### src/design/pp_hs_pkg.sv
// Constants and types shared by the parallel port handshake block.
// Assumes one system clock of 125 MHz; all times become cycle counts here.
package pp_hs_pkg;

	localparam int DATA_W         = 8;
	localparam int CLK_NS         = 8;
	// Least time an input must stay steady before a change counts
	localparam int FILTER_NS      = 75;
	localparam int FILTER_CYC     = (FILTER_NS + CLK_NS - 1) / CLK_NS;
	// Least gap from a settled handshake edge to the next host edge
	localparam int EDGE_DLY_NS    = 80;
	localparam int EDGE_DLY_CYC   = (EDGE_DLY_NS + CLK_NS - 1) / CLK_NS;
	// Peak forward rate of the FIFO-driven standard mode, for reference
	localparam int FIFO_PEAK_KBPS = 500;
	localparam int CNT_W          = 4;
	localparam logic [CNT_W-1:0] FILTER_LAST = 4'(FILTER_CYC - 1);
	localparam logic [CNT_W-1:0] DLY_LAST    = 4'(EDGE_DLY_CYC - 1);
	localparam logic [CNT_W-1:0] CNT_ZERO    = 4'h0;

	// Input bit positions inside the synchroniser vector
	localparam int IN_BUSY   = 0;
	localparam int IN_NACK   = 1;
	localparam int IN_NFAULT = 2;
	localparam int IN_W      = 3;

	typedef enum logic {
		MODE_FIFO,
		MODE_ECP
	} mode_t;

	typedef enum logic [2:0] {
		ST_IDLE,
		ST_F_SETUP,
		ST_F_STROBE,
		ST_F_HOLD,
		ST_F_WAIT,
		ST_R_DELAY,
		ST_R_ACK,
		ST_R_HOLD
	} state_t;

endpackage

### src/design/ecp_parallel_handshake.sv
// Host-side handshake engine of a multi-mode parallel port.
// Assumes Busy, nAck and nFault are asynchronous and pass two flops on clk_sys first, and that
// the pad ring resolves the wire level from each output and its enable.
// Functional notes
// FIFO mode paces on Busy, ignores nAck
// FIFO mode only forward, fed from buffer
// Forward idle: nStrobe high, Busy low
// Forward interlock: strobe low, busy, release
// Peripheral may raise reverse request anytime; reported only in ECP mode with the forward direction
// Reverse idle: nAck high, nAutoFd low
// Reverse interlock: autofd high, ack, lower
// Push-pull in ECP, open-collector otherwise
// Busy change valid after steady window
// nAck change valid after steady window
// Stall reverse on full buffer or terminal count
// Next strobe only with waiting byte
// Direction bit set before EPP read
// Synchronise Busy, nAck, nFault first
module ecp_parallel_handshake
	import pp_hs_pkg::*;
(
	// Clock and reset
	input  wire logic                   clk_sys,
	input  wire logic                   reset,
	// Mode control
	input  wire pp_hs_pkg::mode_t       mode,
	input  wire logic                   port_direction_bit,
	input  wire logic                   terminal_count,
	// Forward data from DMA
	input  wire logic [DATA_W-1:0]      tx_data,
	input  wire logic                   tx_valid,
	output logic                        tx_ready,
	// Reverse data to DMA
	output logic [DATA_W-1:0]           rx_data,
	output logic                        rx_valid,
	input  wire logic                   rx_ready,
	// Peripheral inputs
	input  wire logic                   busy_in,
	input  wire logic                   nack_in,
	input  wire logic                   nfault_in,
	// Data pins
	input  wire logic [DATA_W-1:0]      pdata_in,
	output logic [DATA_W-1:0]           pdata_out,
	output logic [DATA_W-1:0]           pdata_oe,
	// Handshake pins
	output logic                        nstrobe_out,
	output logic                        nstrobe_oe,
	output logic                        nautofd_out,
	output logic                        nautofd_oe,
	output logic                        nwrite_out,
	// Status
	output logic                        reverse_request
);
	import pp_hs_pkg::*;

	logic [IN_W-1:0]   sync1;
	logic [IN_W-1:0]   sync2;
	logic [1:0]        filt;
	logic [1:0]        next_filt;
	logic [CNT_W-1:0]  fcnt [2];
	logic [CNT_W-1:0]  next_fcnt [2];
	state_t            state;
	state_t            next_state;
	logic [CNT_W-1:0]  dly;
	logic [CNT_W-1:0]  next_dly;
	mode_t             cur_mode;
	mode_t             next_mode;
	logic              cur_dir;
	logic              next_dir;
	logic              nstrobe_lvl;
	logic              next_nstrobe;
	logic              nautofd_lvl;
	logic              next_nautofd;
	logic [DATA_W-1:0] next_pdata;
	logic [DATA_W-1:0] rx_word;
	logic [DATA_W-1:0] next_rx_word;
	logic              rx_push;
	logic              next_rx_push;
	logic              rev;
	logic              drive_oc;
	logic              busy_f;
	logic              nack_f;
	logic [DATA_W-1:0] txb_data;
	logic              txb_valid;
	logic              txb_pop;
	logic              rxb_ready;

	// Forward path buffer: a stalled peripheral backs up into tx_ready
	pp_buffer2 tx_buf (
		.clk_sys   (clk_sys),
		.reset     (reset),
		.in_data   (tx_data),
		.in_valid  (tx_valid),
		.in_ready  (tx_ready),
		.out_data  (txb_data),
		.out_valid (txb_valid),
		.out_ready (txb_pop)
	);

	// Reverse path buffer: full means the peripheral is held off
	pp_buffer2 rx_buf (
		.clk_sys   (clk_sys),
		.reset     (reset),
		.in_data   (rx_word),
		.in_valid  (rx_push),
		.in_ready  (rxb_ready),
		.out_data  (rx_data),
		.out_valid (rx_valid),
		.out_ready (rx_ready)
	);

	// Mode and drive type latched only at idle, so no pin flips mid-cycle
	assign rev      = (cur_mode == MODE_ECP) && cur_dir;
	assign drive_oc = (cur_mode == MODE_FIFO);
	assign busy_f   = filt[IN_BUSY];
	assign nack_f   = filt[IN_NACK];
	assign txb_pop  = (state == ST_IDLE) && !rev && txb_valid && !busy_f;

	// Open-collector drives only lows; push-pull drives whichever side owns
	always_comb begin
		nstrobe_out = nstrobe_lvl;
		nautofd_out = nautofd_lvl;
		nstrobe_oe  = drive_oc ? !nstrobe_lvl : 1'b1;
		nautofd_oe  = drive_oc ? !nautofd_lvl : 1'b1;
		pdata_oe    = rev ? '0 : (drive_oc ? ~pdata_out : '1);
	end

	// Input settling: a level counts once steady for the full window
	always_comb begin
		for (int i = 0; i < 2; i++) begin
			next_filt[i] = filt[i];
			next_fcnt[i] = CNT_ZERO;
			if (sync2[i] != filt[i]) begin
				if (fcnt[i] == FILTER_LAST) begin
					next_filt[i] = sync2[i];
				end else begin
					next_fcnt[i] = fcnt[i] + 4'h1;
				end
			end
		end
	end

	// Handshake sequencer for both directions
	always_comb begin
		next_state   = state;
		next_dly     = CNT_ZERO;
		next_mode    = cur_mode;
		next_dir     = cur_dir;
		next_nstrobe = nstrobe_lvl;
		next_nautofd = nautofd_lvl;
		next_pdata   = pdata_out;
		next_rx_word = rx_word;
		next_rx_push = 1'b0;
		unique case (state)
			ST_IDLE: begin
				next_mode    = mode;
				next_dir     = port_direction_bit;
				next_nstrobe = 1'b1;
				next_nautofd = !rev;
				if (txb_pop) begin
					next_pdata = txb_data;
					next_state = ST_F_SETUP;
				end else if (rev && !nack_f && rxb_ready && !terminal_count) begin
					next_state = ST_R_DELAY;
				end
			end
			ST_F_SETUP: begin
				next_dly = dly + 4'h1;
				if (dly == DLY_LAST) begin
					next_nstrobe = 1'b0;
					next_state   = ST_F_STROBE;
				end
			end
			ST_F_STROBE: begin
				if (busy_f) begin
					next_state = ST_F_HOLD;
				end
			end
			ST_F_HOLD: begin
				next_dly = dly + 4'h1;
				if (dly == DLY_LAST) begin
					next_nstrobe = 1'b1;
					next_state   = ST_F_WAIT;
				end
			end
			ST_F_WAIT: begin
				if (!busy_f) begin
					next_state = ST_IDLE;
				end
			end
			ST_R_DELAY: begin
				next_dly = dly + 4'h1;
				if (dly == DLY_LAST) begin
					next_nautofd = 1'b1;
					next_rx_word = pdata_in;
					next_rx_push = 1'b1;
					next_state   = ST_R_ACK;
				end
			end
			ST_R_ACK: begin
				if (nack_f) begin
					next_state = ST_R_HOLD;
				end
			end
			ST_R_HOLD: begin
				next_dly = dly + 4'h1;
				if (dly == DLY_LAST) begin
					next_nautofd = 1'b0;
					next_state   = ST_IDLE;
				end
			end
		endcase
	end

	// Registers; the first synchroniser stage feeds only the second
	always_ff @(posedge clk_sys) begin
		sync1 <= {nfault_in, nack_in, busy_in};
		sync2 <= sync1;
		if (reset) begin
			filt        <= 2'h3;
			fcnt[0]     <= CNT_ZERO;
			fcnt[1]     <= CNT_ZERO;
			state       <= ST_IDLE;
			dly         <= CNT_ZERO;
			cur_mode    <= MODE_FIFO;
			cur_dir     <= 1'b0;
			nstrobe_lvl <= 1'b1;
			nautofd_lvl <= 1'b1;
			pdata_out   <= '0;
			rx_word     <= '0;
			rx_push     <= 1'b0;
		end else begin
			filt        <= next_filt;
			fcnt[0]     <= next_fcnt[0];
			fcnt[1]     <= next_fcnt[1];
			state       <= next_state;
			dly         <= next_dly;
			cur_mode    <= next_mode;
			cur_dir     <= next_dir;
			nstrobe_lvl <= next_nstrobe;
			nautofd_lvl <= next_nautofd;
			pdata_out   <= next_pdata;
			rx_word     <= next_rx_word;
			rx_push     <= next_rx_push;
		end
	end

	// Direction level on nWrite; software must set it before a read
	assign nwrite_out      = cur_dir;
	assign reverse_request = (cur_mode == MODE_ECP) && !cur_dir && !sync2[IN_NFAULT];
endmodule

### src/design/pp_buffer2.sv
// Two-entry buffer with valid and ready on both sides.
// Assumes both sides run on clk_sys; a stall on the drain side fills it.
module pp_buffer2
	import pp_hs_pkg::*;
(
	// Clock and reset
	input  wire logic              clk_sys,
	input  wire logic              reset,
	// Filling side
	input  wire logic [DATA_W-1:0] in_data,
	input  wire logic              in_valid,
	output logic                   in_ready,
	// Draining side
	output logic [DATA_W-1:0]      out_data,
	output logic                   out_valid,
	input  wire logic              out_ready
);
	import pp_hs_pkg::*;

	logic [DATA_W-1:0] mem [2];
	logic              wr_ptr;
	logic              rd_ptr;
	logic [1:0]        count;
	logic              next_wr_ptr;
	logic              next_rd_ptr;
	logic [1:0]        next_count;
	logic              push;
	logic              pop;

	// Honest flags: ready only with a free slot, valid only when holding
	assign in_ready  = (count != 2'h2);
	assign out_valid = (count != 2'h0);
	assign out_data  = mem[rd_ptr];
	assign push      = in_valid && in_ready;
	assign pop       = out_valid && out_ready;

	// Pointer and occupancy update
	always_comb begin
		next_wr_ptr = wr_ptr ^ push;
		next_rd_ptr = rd_ptr ^ pop;
		next_count  = count + {1'b0, push} - {1'b0, pop};
	end

	// Storage has no reset; occupancy guards every read
	always_ff @(posedge clk_sys) begin
		if (push) begin
			mem[wr_ptr] <= in_data;
		end
		if (reset) begin
			wr_ptr <= 1'b0;
			rd_ptr <= 1'b0;
			count  <= 2'h0;
		end else begin
			wr_ptr <= next_wr_ptr;
			rd_ptr <= next_rd_ptr;
			count  <= next_count;
		end
	end

endmodule

### config.mk
export PLATFORM = sky130hd
export DESIGN_NAME = ecp_parallel_handshake
export DESIGN_NICKNAME = d
export VERILOG_FILES = /design/src/design/pp_hs_pkg.sv /design/src/design/ecp_parallel_handshake.sv /design/src/design/pp_buffer2.sv
export SDC_FILE = /design/constraint.sdc
export NUM_CORES = 1
export LEC_CHECK = 0
export ABC_AREA = 0
export ABC_CLOCK_PERIOD_IN_PS = 2600
export BUFFER_PORTS_ARGS = -buffer_cell sky130_fd_sc_hd__buf_4
export CAP_MARGIN = 20
export CORE_MARGIN = 2
export CORE_UTILIZATION = 55
export CTS_CLUSTER_DIAMETER = 150
export DETAILED_ROUTE_END_ITERATION = 10
export PLACE_DENSITY = 0.84
export RECOVER_POWER = 50
export REMOVE_ABC_BUFFERS = 1
export SLEW_MARGIN = 20
export SYNTH_ARGS = -nofsm -noshare
export SYNTH_HDL_FRONTEND = slang
export SYNTH_HIERARCHICAL = 1
export SYNTH_SLANG_ARGS = --single-unit
### constraint.sdc
create_clock -name clk_sys -period 2.6 [get_ports clk_sys]
set_input_delay 0.52 -clock clk_sys [delete_from_list [all_inputs] [get_ports clk_sys]]
set_output_delay 0.52 -clock clk_sys [all_outputs]
set_load 0.1 [all_outputs]
==> results.toml, run 1 <==
[run_status]
status = "complete, no violations"

[synth]
syn_inst = 286
synth_top_family_by_area = "simple AND/OR/NAND/NOR gates"
ys_seq_area_share_pct = 59.4
synth_mux_area_share_pct = 11.4
synth-seq-cells = 84
syn_area_per_cell_um2 = 11.8
synth_simple_gate_area_share_pct = 13.6
syn_area_um2 = 3370
synth_xor_area_share_pct = 2.86
synth_compound_area_share_pct = 6.83
yosys.area_share.adder_pct = 3.71
yosys_warnings = 6
ys_types = 44

[floorplan]
ios = 58
die_height_um = 82.3
fp-row-count = 28
coreArea_um2 = 5920
die_x_um = 82.3
start_util_pct = 57.0
die_area_um2 = 6770

[clock_network]
cts_hold_buffers = 0
clock_path_buffers = 2
clock-root-buffer = "clkbuf_8"
post_cts_resized = 0
cts_setup_buffers = 0
cts_tree = "done"
clk_latency_ns = 0.35
cts.htree.levels = 3
path_clk_slew_ns = 0.08
clock_sinks = 84
cts-buffers-inserted = 9

[timing]
rsz0062_at_grt = "no"
max_freq_ghz = 0.480
hold_violations = 0
slew_headroom_pct = 62.9
setup_violations = 0
timing.final.crit_period_ns = 2.09
fin_worst_skew_ns = 0.0101
setup_tns_ns = 0
setup_ws_ns = 0.515
slew_violations = 0
tightest_slew_ns = 0.554
period_share_pct = 80.2

[run]
cap_violations = 0

[global_routing]
antenna_found_initial = 0
grt_use_total_pct = 19.2
grt_max_degree = 40
grt_remaining_overflow = 0
grt_pass1_wl_um = 9510
grt_pass1_vias = 2075

[critical_path]
worstPathCellList = "nor3_2 -> nand3b_1 -> inv_1 -> a211oi_1 -> nor2_1 -> ha_1 -> and2b_1 -> mux2_1"
crit_family = "flip-flops"
crit_required_ns = 2.85
cp_slowest_cell = "dfxtp_1"
cp_num_buf_inv = 1
end_kind = "register"
crit_path_start_kind = "register"
worstPathMaxFanout = 12
cp.arrival_ns = 2.33
max_stage_delay_ns = 0.62
crit_type = "register to register"

[layout]
postLayoutCellArea_um2 = 4030
drive_above_1_share_pct = 25.7
fin_util_pct = 68.1
syn_to_final_growth_pct = 19.6
fin_cells = 425
nets = 381
final_common_cell = "dfxtp_1"
most-common-layout-cells = "dfxtp_1 (52), nor2_1 (48), buf_4 (47)"
diodes = 0

[placed_design]
place_congestion = 0.841
dp.cells = 409
post-place-ws_ns = 0.521
post-dp-hpwl_um = 4190
io_buffers = 57
dpl_cell_area_um2 = 3860

[power_and_ir_drop]
leakage_nw = 1.66
p_int_mw = 1.90
pwr-share-clk_pct = 35.9
comb_power_share_pct = 7.0
swShare_pct = 23.2
peakVddDrop_mv = 0.473
p_seq_share_pct = 57.1
net-switching-power_mw = 0.573
p_per_area_nw_per_um2 = 613

[routing]
wirelength_um = 6060
wl_per_cell_um = 14.3
vias = 2220
drt_iter0_markers = 81
via_per_inst = 5.22
ant_nets = 0
drc = 0
dr.pass1.iters = 4

[hold_path]
hp-class = "input pin to register"
[power by group through the flow]
stage | clock, mW | sequential [mW] | combinational, mW
final | 0.888 | 1.41 | 0.172
after global routing | 0.961 | 1.42 | 0.183
after CTS | 0.910 | 1.41 | 0.176
after detailed placement | 0 | 1.44 | 0.175
after global placement | 0 | 1.44 | 0.173
after floorplan | 0 | 1.45 | 0.100
[cells in the mapped netlist]
cell,number,share of area (%)
dfxtp_1,52,31
nor2_1,48,5.3
edfxtp_1,32,28
mux2i_1,18,5.3
mux2_2,16,5.3
a21oi_1,14,2.1
ha_1,10,3.7
inv_1,8,0.89
nor2b_1,6,1.1
o21ai_0,6,0.89
xnor2_1,6,1.6
buf_2,5,0.74
clkbuf_1,5,0.56
nand2_1,5,0.56
nand3_1,5,0.74
xor2_1,5,1.3
a211oi_1,4,0.89
and2_1,4,0.74
nand2b_1,3,0.56
a211o_1,2,0.52
a21bo_1,2,0.59
a32oi_1,2,0.52
and2b_1,2,0.45
and3_1,2,0.37
mux2_1,2,0.67
nor3_1,2,0.30
or2_2,2,0.37
or3_1,2,0.37
a21o_1,1,0.22
a2bb2oi_1,1,0.26
a31oi_1,1,0.19
and3b_1,1,0.26
and4b_1,1,0.30
inv_2,1,0.11
nand3b_1,1,0.22
nand4b_2,1,0.45
nor3_2,1,0.30
nor3_4,1,0.48
nor4_1,1,0.19
nor4b_1,1,0.26
o21a_1,1,0.22
o21ai_1,1,0.15
o32a_1,1,0.30
or2b_1,1,0.22
[flip-flops by register name (all words and copies together), names as in the netlist, 2 cells and up]
signal	count
rx_buf/count	2
state	3
tx_buf/count	2
filt	2
pdata_out	8
sync2	3
rx_word	8
rx_buf/mem	16
fcnt	8
dly	4
tx_buf/mem	16
sync1	3
[worst paths after layout]
check | start | end | slack (ns) | cells past startpoint
hold / removal | busy_in | sync1[0]$_DFF_P_ | 0.29 | 1
setup / recovery | state[1]$_SDFFE_PP0P_ | tx_buf/count[1]$_SDFF_PP0_ | 0.51 | 8
setup reg to reg | state[1]$_SDFFE_PP0P_ | tx_buf/count[1]$_SDFF_PP0_ | 0.51 | 8
hold reg to reg | sync1[2]$_DFF_P_ | sync2[2]$_DFF_P_ | 0.34 | 0
[worst reg2reg max path, cell delays in order (launching register included)]
cell,delay (ns)
dfxtp_1,0.62
nor3_2,0.14
nand3b_1,0.14
inv_1,0.10
a211oi_1,0.27
nor2_1,0.09
ha_1,0.19
and2b_1,0.16
mux2_1,0.28
[layout make-up]
class,count,area (um^2)
fill,457,1890
multi-input combinational,183,1290
tap,75,93.8
sequential,84,2000
inverter,9,33.8
clock inverter,6,62.6
timing repair buffer,58,428
clock buffer,10,128
[per-layer routing]
layer	vias up	GRT usage, %	wire (um)
li1	1123	-	-
met1	1039	22.5	2700
met2	50	32.4	3010
met3	8	5.87	283
met4	0	8.67	69
met5	-	0	0
[logic make-up (layout without fill, tap and decap cells)]
kind of cell    after synthesis  in the layout
flops                        84             84
buf+inv                      19             83
fa+ha+maj                    10             10
mux                          36             36
xor+xnor                     11             11
simple gates                 90             90
compound gates               36             36
[metrics by stage]
step           hold WS [ns]  power, mW
6_report              0.294       2.47
5_1_grt               0.274       2.56
4_1_cts               0.256       2.50
3_5_place_dp          0.323       1.62
3_3_place_gp          0.313       1.61
2_1_floorplan         0.310       1.55
(Power assumes the default switching activity.)
==> run 2: changes to the inputs <==
--- a/config.mk
+++ b/config.mk
@@ -5,15 +5,15 @@
 export SDC_FILE = /design/constraint.sdc
 export NUM_CORES = 1
 export LEC_CHECK = 0
-export ABC_AREA = 0
-export ABC_CLOCK_PERIOD_IN_PS = 2600
+export ABC_AREA = 1
+export ABC_CLOCK_PERIOD_IN_PS = 1800
 export BUFFER_PORTS_ARGS = -buffer_cell sky130_fd_sc_hd__buf_4
 export CAP_MARGIN = 20
 export CORE_MARGIN = 2
-export CORE_UTILIZATION = 55
+export CORE_UTILIZATION = 50
 export CTS_CLUSTER_DIAMETER = 150
 export DETAILED_ROUTE_END_ITERATION = 10
-export PLACE_DENSITY = 0.84
+export PLACE_DENSITY = 0.81
 export RECOVER_POWER = 50
 export REMOVE_ABC_BUFFERS = 1
 export SLEW_MARGIN = 20
==> constraint.sdc (replaced) <==
create_clock -name clk_sys -period 1.8 [get_ports clk_sys]
set_input_delay 0.36 -clock clk_sys [delete_from_list [all_inputs] [get_ports clk_sys]]
set_output_delay 0.36 -clock clk_sys [all_outputs]
set_load 0.1 [all_outputs]
==> results.toml, run 2 <==
[clock_network]
clock_sinks = 84
clock-root-buffer = "clkbuf_8"
clk_latency_ns = 0.36
cts.htree.levels = 3
cts-buffers-inserted = 9
path_clk_slew_ns = 0.09
cts_tree = "done"
clock_path_buffers = 2

[critical_path]
crit_type = "register to output pin"
end_kind = "output pin"
cp.arrival_ns = 1.41
crit_required_ns = 1.44
crit_path_start_kind = "register"
worstPathMaxFanout = 6

[layout]
seq_area_um2 = 2010
final_common_cell = "nand2_1"
reg_top3 = "rx_buf/mem (16), tx_buf/mem (16)"
fin_util_pct = 65.1
diodes = 0
multi_input_area_um2 = 1330
nets = 492
drive_above_1_share_pct = 30.2
fin_cells = 541
postLayoutCellArea_um2 = 4400
syn_to_final_growth_pct = 26.2
n_fill_cell = 513
most-common-layout-cells = "nand2_1 (83), nor2_1 (64), buf_4 (51)"

[floorplan]
ios = 58
fp-row-count = 30
die_area_um2 = 7650
coreArea_um2 = 6760
start_util_pct = 51.6
die_x_um = 87.5
die_height_um = 87.5

[synth]
async_reset_ff_share_pct = 0
synth_top_flop_cell = "dfxtp_1"
ys_seq_area_share_pct = 57.5
syn_area_per_cell_um2 = 9.24
yosysTopAreaCell = "dfxtp_1"
synth_commonest_cells = "nand2_1 (86), nor2_1 (65), dfxtp_1 (52)"
yosys_warnings = 6
synth.most_common_cell = "nand2_1"
synth-seq-cells = 84
synth_edf_count = 32
syn_area_um2 = 3480
synth_top_cells_by_area = "dfxtp_1 (30%), edfxtp_1 (28%), nand2_1 (9.3%)"
ys_types = 30
yosys.area.top_type_share_pct = 29.9
syn_inst = 377

[run_status]
status = "complete, no violations"

[global_routing]
antenna_found_initial = 0
grt_pass1_wl_um = 10900
grt_use_total_pct = 18.4
grt_max_degree = 16
grt_remaining_overflow = 0
grt_pass1_vias = 2567

[routing]
vias = 2637
drc = 0
wirelength_um = 6650
via_per_inst = 4.87
wl_per_cell_um = 12.3
drt_iter0_markers = 106
dr.pass1.iters = 4
ant_nets = 0

[timing]
slew_headroom_pct = 74.6
rsz0062_at_grt = "yes"
period_share_pct = 98.6
whs_ns = 0.117
hold_violations = 0
fin_worst_skew_ns = 0.00619
setup_violations = 0
slew_violations = 0
timing.final.crit_period_ns = 1.77
setup_tns_ns = 0
tightest_slew_ns = 0.381
max_freq_ghz = 0.563

[placed_design]
place_congestion = 0.913
io_buffers = 57
post-dp-hpwl_um = 4660
dp.cells = 521
dpl_cell_area_um2 = 4070

[power_and_ir_drop]
leakage_nw = 2.00
p_per_area_nw_per_um2 = 1300
peakVddDrop_mv = 0.730

[run]
cap_violations = 0

[hold_path]
hp-class = "input pin to register"
==> run 2: cell count changes after synthesis, sizes merged, moves of 4 or more <==
cell	change
mux2	-18
nor2	+27
nor2b	-6
inv	+31
o21ai	+13
nand3	+12
mux2i	-18
nand4	+4
and2	-4
a211oi	-4
nand2	+87
==> run 2: timing repair <==
item,CTS,global route
resized for setup,7,22
hold buffers,0,0
pin swaps,0,2
buffers inserted,0,3
gates cloned,0,1
setup endpoints to repair,17,10
==> run 2: critical path: stages, from the launching register on <==
cell and delay (ns):
dfxtp_2 0.40, clkinvlp_4 0.19, a21oi_1 0.21, buf_6 0.25
==> run 2: power breakdown <==
part | leakage (nW) | internal, mW | switching [mW]
logic | 1.16 | 0.550 | 1.55
clock network | 0.0955 | 0.688 | 0.700
registers | 0.742 | 2.10 | 0.121
==> run 2: cell families after synthesis <==
family | share of synthesized area, %
xor+xnor | 2.26
fa+ha+maj | 3.59
simple gates | 25.5
flops | 57.5
compound gates | 5.86
buf+inv | 5.35
==> run 2: path summary, 6_finish.rpt <==
| kind | start | end | slack (ns) | depth (start not counted) |
|---|---|---|---|---|
| worst max-delay path | cur_mode$_SDFFE_PP0N_ | pdata_oe[6] | 0.03 | 3 |
| worst min-delay path | nfault_in | sync1[2]$_DFF_P_ | 0.12 | 1 |
| worst max register to register | tx_buf/count[0]$_SDFF_PP0_ | tx_buf/count[1]$_SDFF_PP0_ | 0.10 | 16 |
| worst min register to register | sync1[0]$_DFF_P_ | sync2[0]$_DFF_P_ | 0.33 | 0 |
==> run 2: area by class of cell <==
cell class                      count  area share [%]
Sequential cell                    84            45.7
Tap cell                           80            2.28
Multi-Input combinational cell    247            30.3
Timing Repair inverter              1           0.171
Clock buffer                       10            3.13
Timing Repair Buffer               72            13.1
Inverter                           41            3.81
Clock inverter                      6            1.59
==> run 2: through the flow <==
step                worst slack, ns  power (mW)
CTS                         0.00577        5.66
floorplan                     -1.43        3.80
global route                -0.0959        5.97
finish                       0.0251        5.70
detailed placement          0.00294        4.25
global placement              0.113        4.22
==> run 2: per-layer routing <==
layer / routed length (um) / vias up / track usage (%) / share of wire [%]
met5: 0 / - / 0 / 0
met4: 96 / 0 / 7.83 / 1.4
met3: 230 / 7 / 5.12 / 3.5
met2: 3550 / 48 / 32.7 / 53
met1: 2770 / 1217 / 20.6 / 42
li1: - / 1365 / - / -
==> run 3: changes to the inputs <==
--- a/config.mk
+++ b/config.mk
@@ -9,6 +9,7 @@
 export ABC_CLOCK_PERIOD_IN_PS = 1800
 export BUFFER_PORTS_ARGS = -buffer_cell sky130_fd_sc_hd__buf_4
 export CAP_MARGIN = 20
+export CORE_ASPECT_RATIO = 1.2
 export CORE_MARGIN = 2
 export CORE_UTILIZATION = 50
 export CTS_CLUSTER_DIAMETER = 150
==> results.toml, run 3 (same netlist as run 2, synthesis figures left out) <==
[critical_path]
cp-startpoint = "cur_mode$_SDFFE_PP0N_"
worstPathCellList = "clkinvlp_4 -> a21oi_2 -> buf_12"
endpoint = "pdata_oe[7]"
cp_num_buf_inv = 2
crit_path_start_kind = "register"
crit_type = "register to output pin"
cp.arrival_ns = 1.47
crit_required_ns = 1.44
max_stage_delay_ns = 0.40
worstRegToRegCells = 15
path_depth = 3
r2r_start = "tx_buf/count[0]$_SDFF_PP0_"
end_kind = "output pin"
r2r_slack_ns = 0.07
cp_slowest_cell = "dfxtp_2"
worstPathMaxFanout = 6
crit_family = "buffers and inverters"
worstReg2RegEnd = "tx_buf/count[1]$_SDFF_PP0_"

[timing]
rsz0062_at_grt = "yes"
setup_tns_ns = -0.0515
whs_ns = 0.127
max_freq_ghz = 0.546
tightest_slew_ns = 0.459
slew_violations = 0
setup_ws_ns = -0.0303
period_share_pct = 102
hold_violations = 0
fin_worst_skew_ns = 0.00903
timing.final.crit_period_ns = 1.83
slew_headroom_pct = 69.4
setup_violations = 2

[clock_network]
clk_latency_ns = 0.35
cts_tree = "done"
clock_path_buffers = 2
clock_sinks = 84
path_clk_slew_ns = 0.09
clock-root-buffer = "clkbuf_8"
cts-buffers-inserted = 9
cts_hold_buffers = 0
cts.htree.levels = 3

[power_and_ir_drop]
p_per_area_nw_per_um2 = 1340
leakage_nw = 1.96
power_mw = 5.87
peakVddDrop_mv = 0.988

[layout]
n_fill_cell = 542
syn_to_final_growth_pct = 25.5
nets = 491
diodes = 0
most-common-layout-cells = "nand2_1 (87), nor2_1 (65), dfxtp_1 (48)"
fin_cells = 547
postLayoutCellArea_um2 = 4370
reg_top3 = "rx_buf/mem (16), tx_buf/mem (16)"
final_common_cell = "nand2_1"
fin_util_pct = 64.5
drive_above_1_share_pct = 27.0

[floorplan]
start_util_pct = 51.4
fp-row-count = 33
die_x_um = 80.2
coreArea_um2 = 6770
die_area_um2 = 7650
die_height_um = 95.4
ios = 58

[run_status]
status = "complete, but fails checks"
violations = "negative setup slack"

[routing]
drt_iter0_markers = 147
vias = 2670
drc = 0
wl_per_cell_um = 12.8
wirelength_um = 6990
via_per_inst = 4.88
dr.pass1.iters = 4
ant_nets = 0

[placed_design]
post-place-ws_ns = 0.0229
dp.cells = 529
post-dp-hpwl_um = 4990
place_congestion = 0.804
io_buffers = 57
dpl_cell_area_um2 = 4090

[global_routing]
grt_pass1_vias = 2630
grt_max_degree = 16
grt_use_total_pct = 19.5
antenna_found_initial = 0
grt_pass1_wl_um = 11400
grt_remaining_overflow = 0

[hold_path]
hp-class = "input pin to register"
hold_path.startpoint = "nfault_in"

[run]
cap_violations = 0
## run 3: cell count changes in the layout (fill, tap and decap cells not counted), sizes merged
| cell | delta |
|---|---|
| inv | +1 |
| bufinv | +1 |
| clkinvlp | -2 |
| clkbuf | +2 |
| buf | -3 |
## run 3: worst min-delay path by stage
stage	endpoint	slack [ns]	cells after the start
floorplan	sync2[0]$_DFF_P_	0.31	0
global placement	sync2[0]$_DFF_P_	0.31	0
detailed placement	sync2[0]$_DFF_P_	0.31	0
CTS	sync1[2]$_DFF_P_	0.09	1
global route	sync1[1]$_DFF_P_	0.11	1
finish	sync1[2]$_DFF_P_	0.13	1
## run 3: final cells by class
cell class                 instances  area (um^2)  share of cell area (%)
multi-input combinational        247         1290                    29.5
tap                               87          109                    2.49
timing repair buffer              71          561                    12.8
clock buffer                      10          138                    3.15
inverter                          41          168                    3.84
clock inverter                     6         93.8                    2.15
sequential                        84         2010                    45.9
timing repair inverter             1         7.51                   0.172
## run 3: worst reg2reg max path, cell delays in order (launching register included)
cell,delay [ns]
dfxtp_2,0.36
nor2_2,0.05
inv_1,0.04
inv_1,0.03
nor2_1,0.10
nand2_2,0.10
nor2_8,0.09
inv_1,0.08
nor2_4,0.10
xnor2_1,0.13
ha_2,0.20
inv_1,0.04
nand2_1,0.05
nand2_1,0.09
a21oi_2,0.12
nor2_1,0.06
## run 3: repair_timing
action | in CTS | in global routing
pin swaps | 0 | 2
setup buffers | 0 | 1
resized for setup | 12 | 16
setup endpoints to repair | 13 | 12
cloned | 0 | 1
## run 3: per-layer routing
layer	up-vias	wire, um	global-route usage [%]
met5	-	0	0
met4	0	80	7.20
met3	8	312	4.07
met2	67	3920	37.6
met1	1238	2670	20.4
li1	1357	-	-
## run 3: power breakdown
| group | switching (mW) | internal (mW) |
|---|---|---|
| clock | 0.688 | 0.834 |
| sequential | 0.108 | 2.10 |
| combinational | 1.57 | 0.567 |
| total | 2.37 | 3.50 |
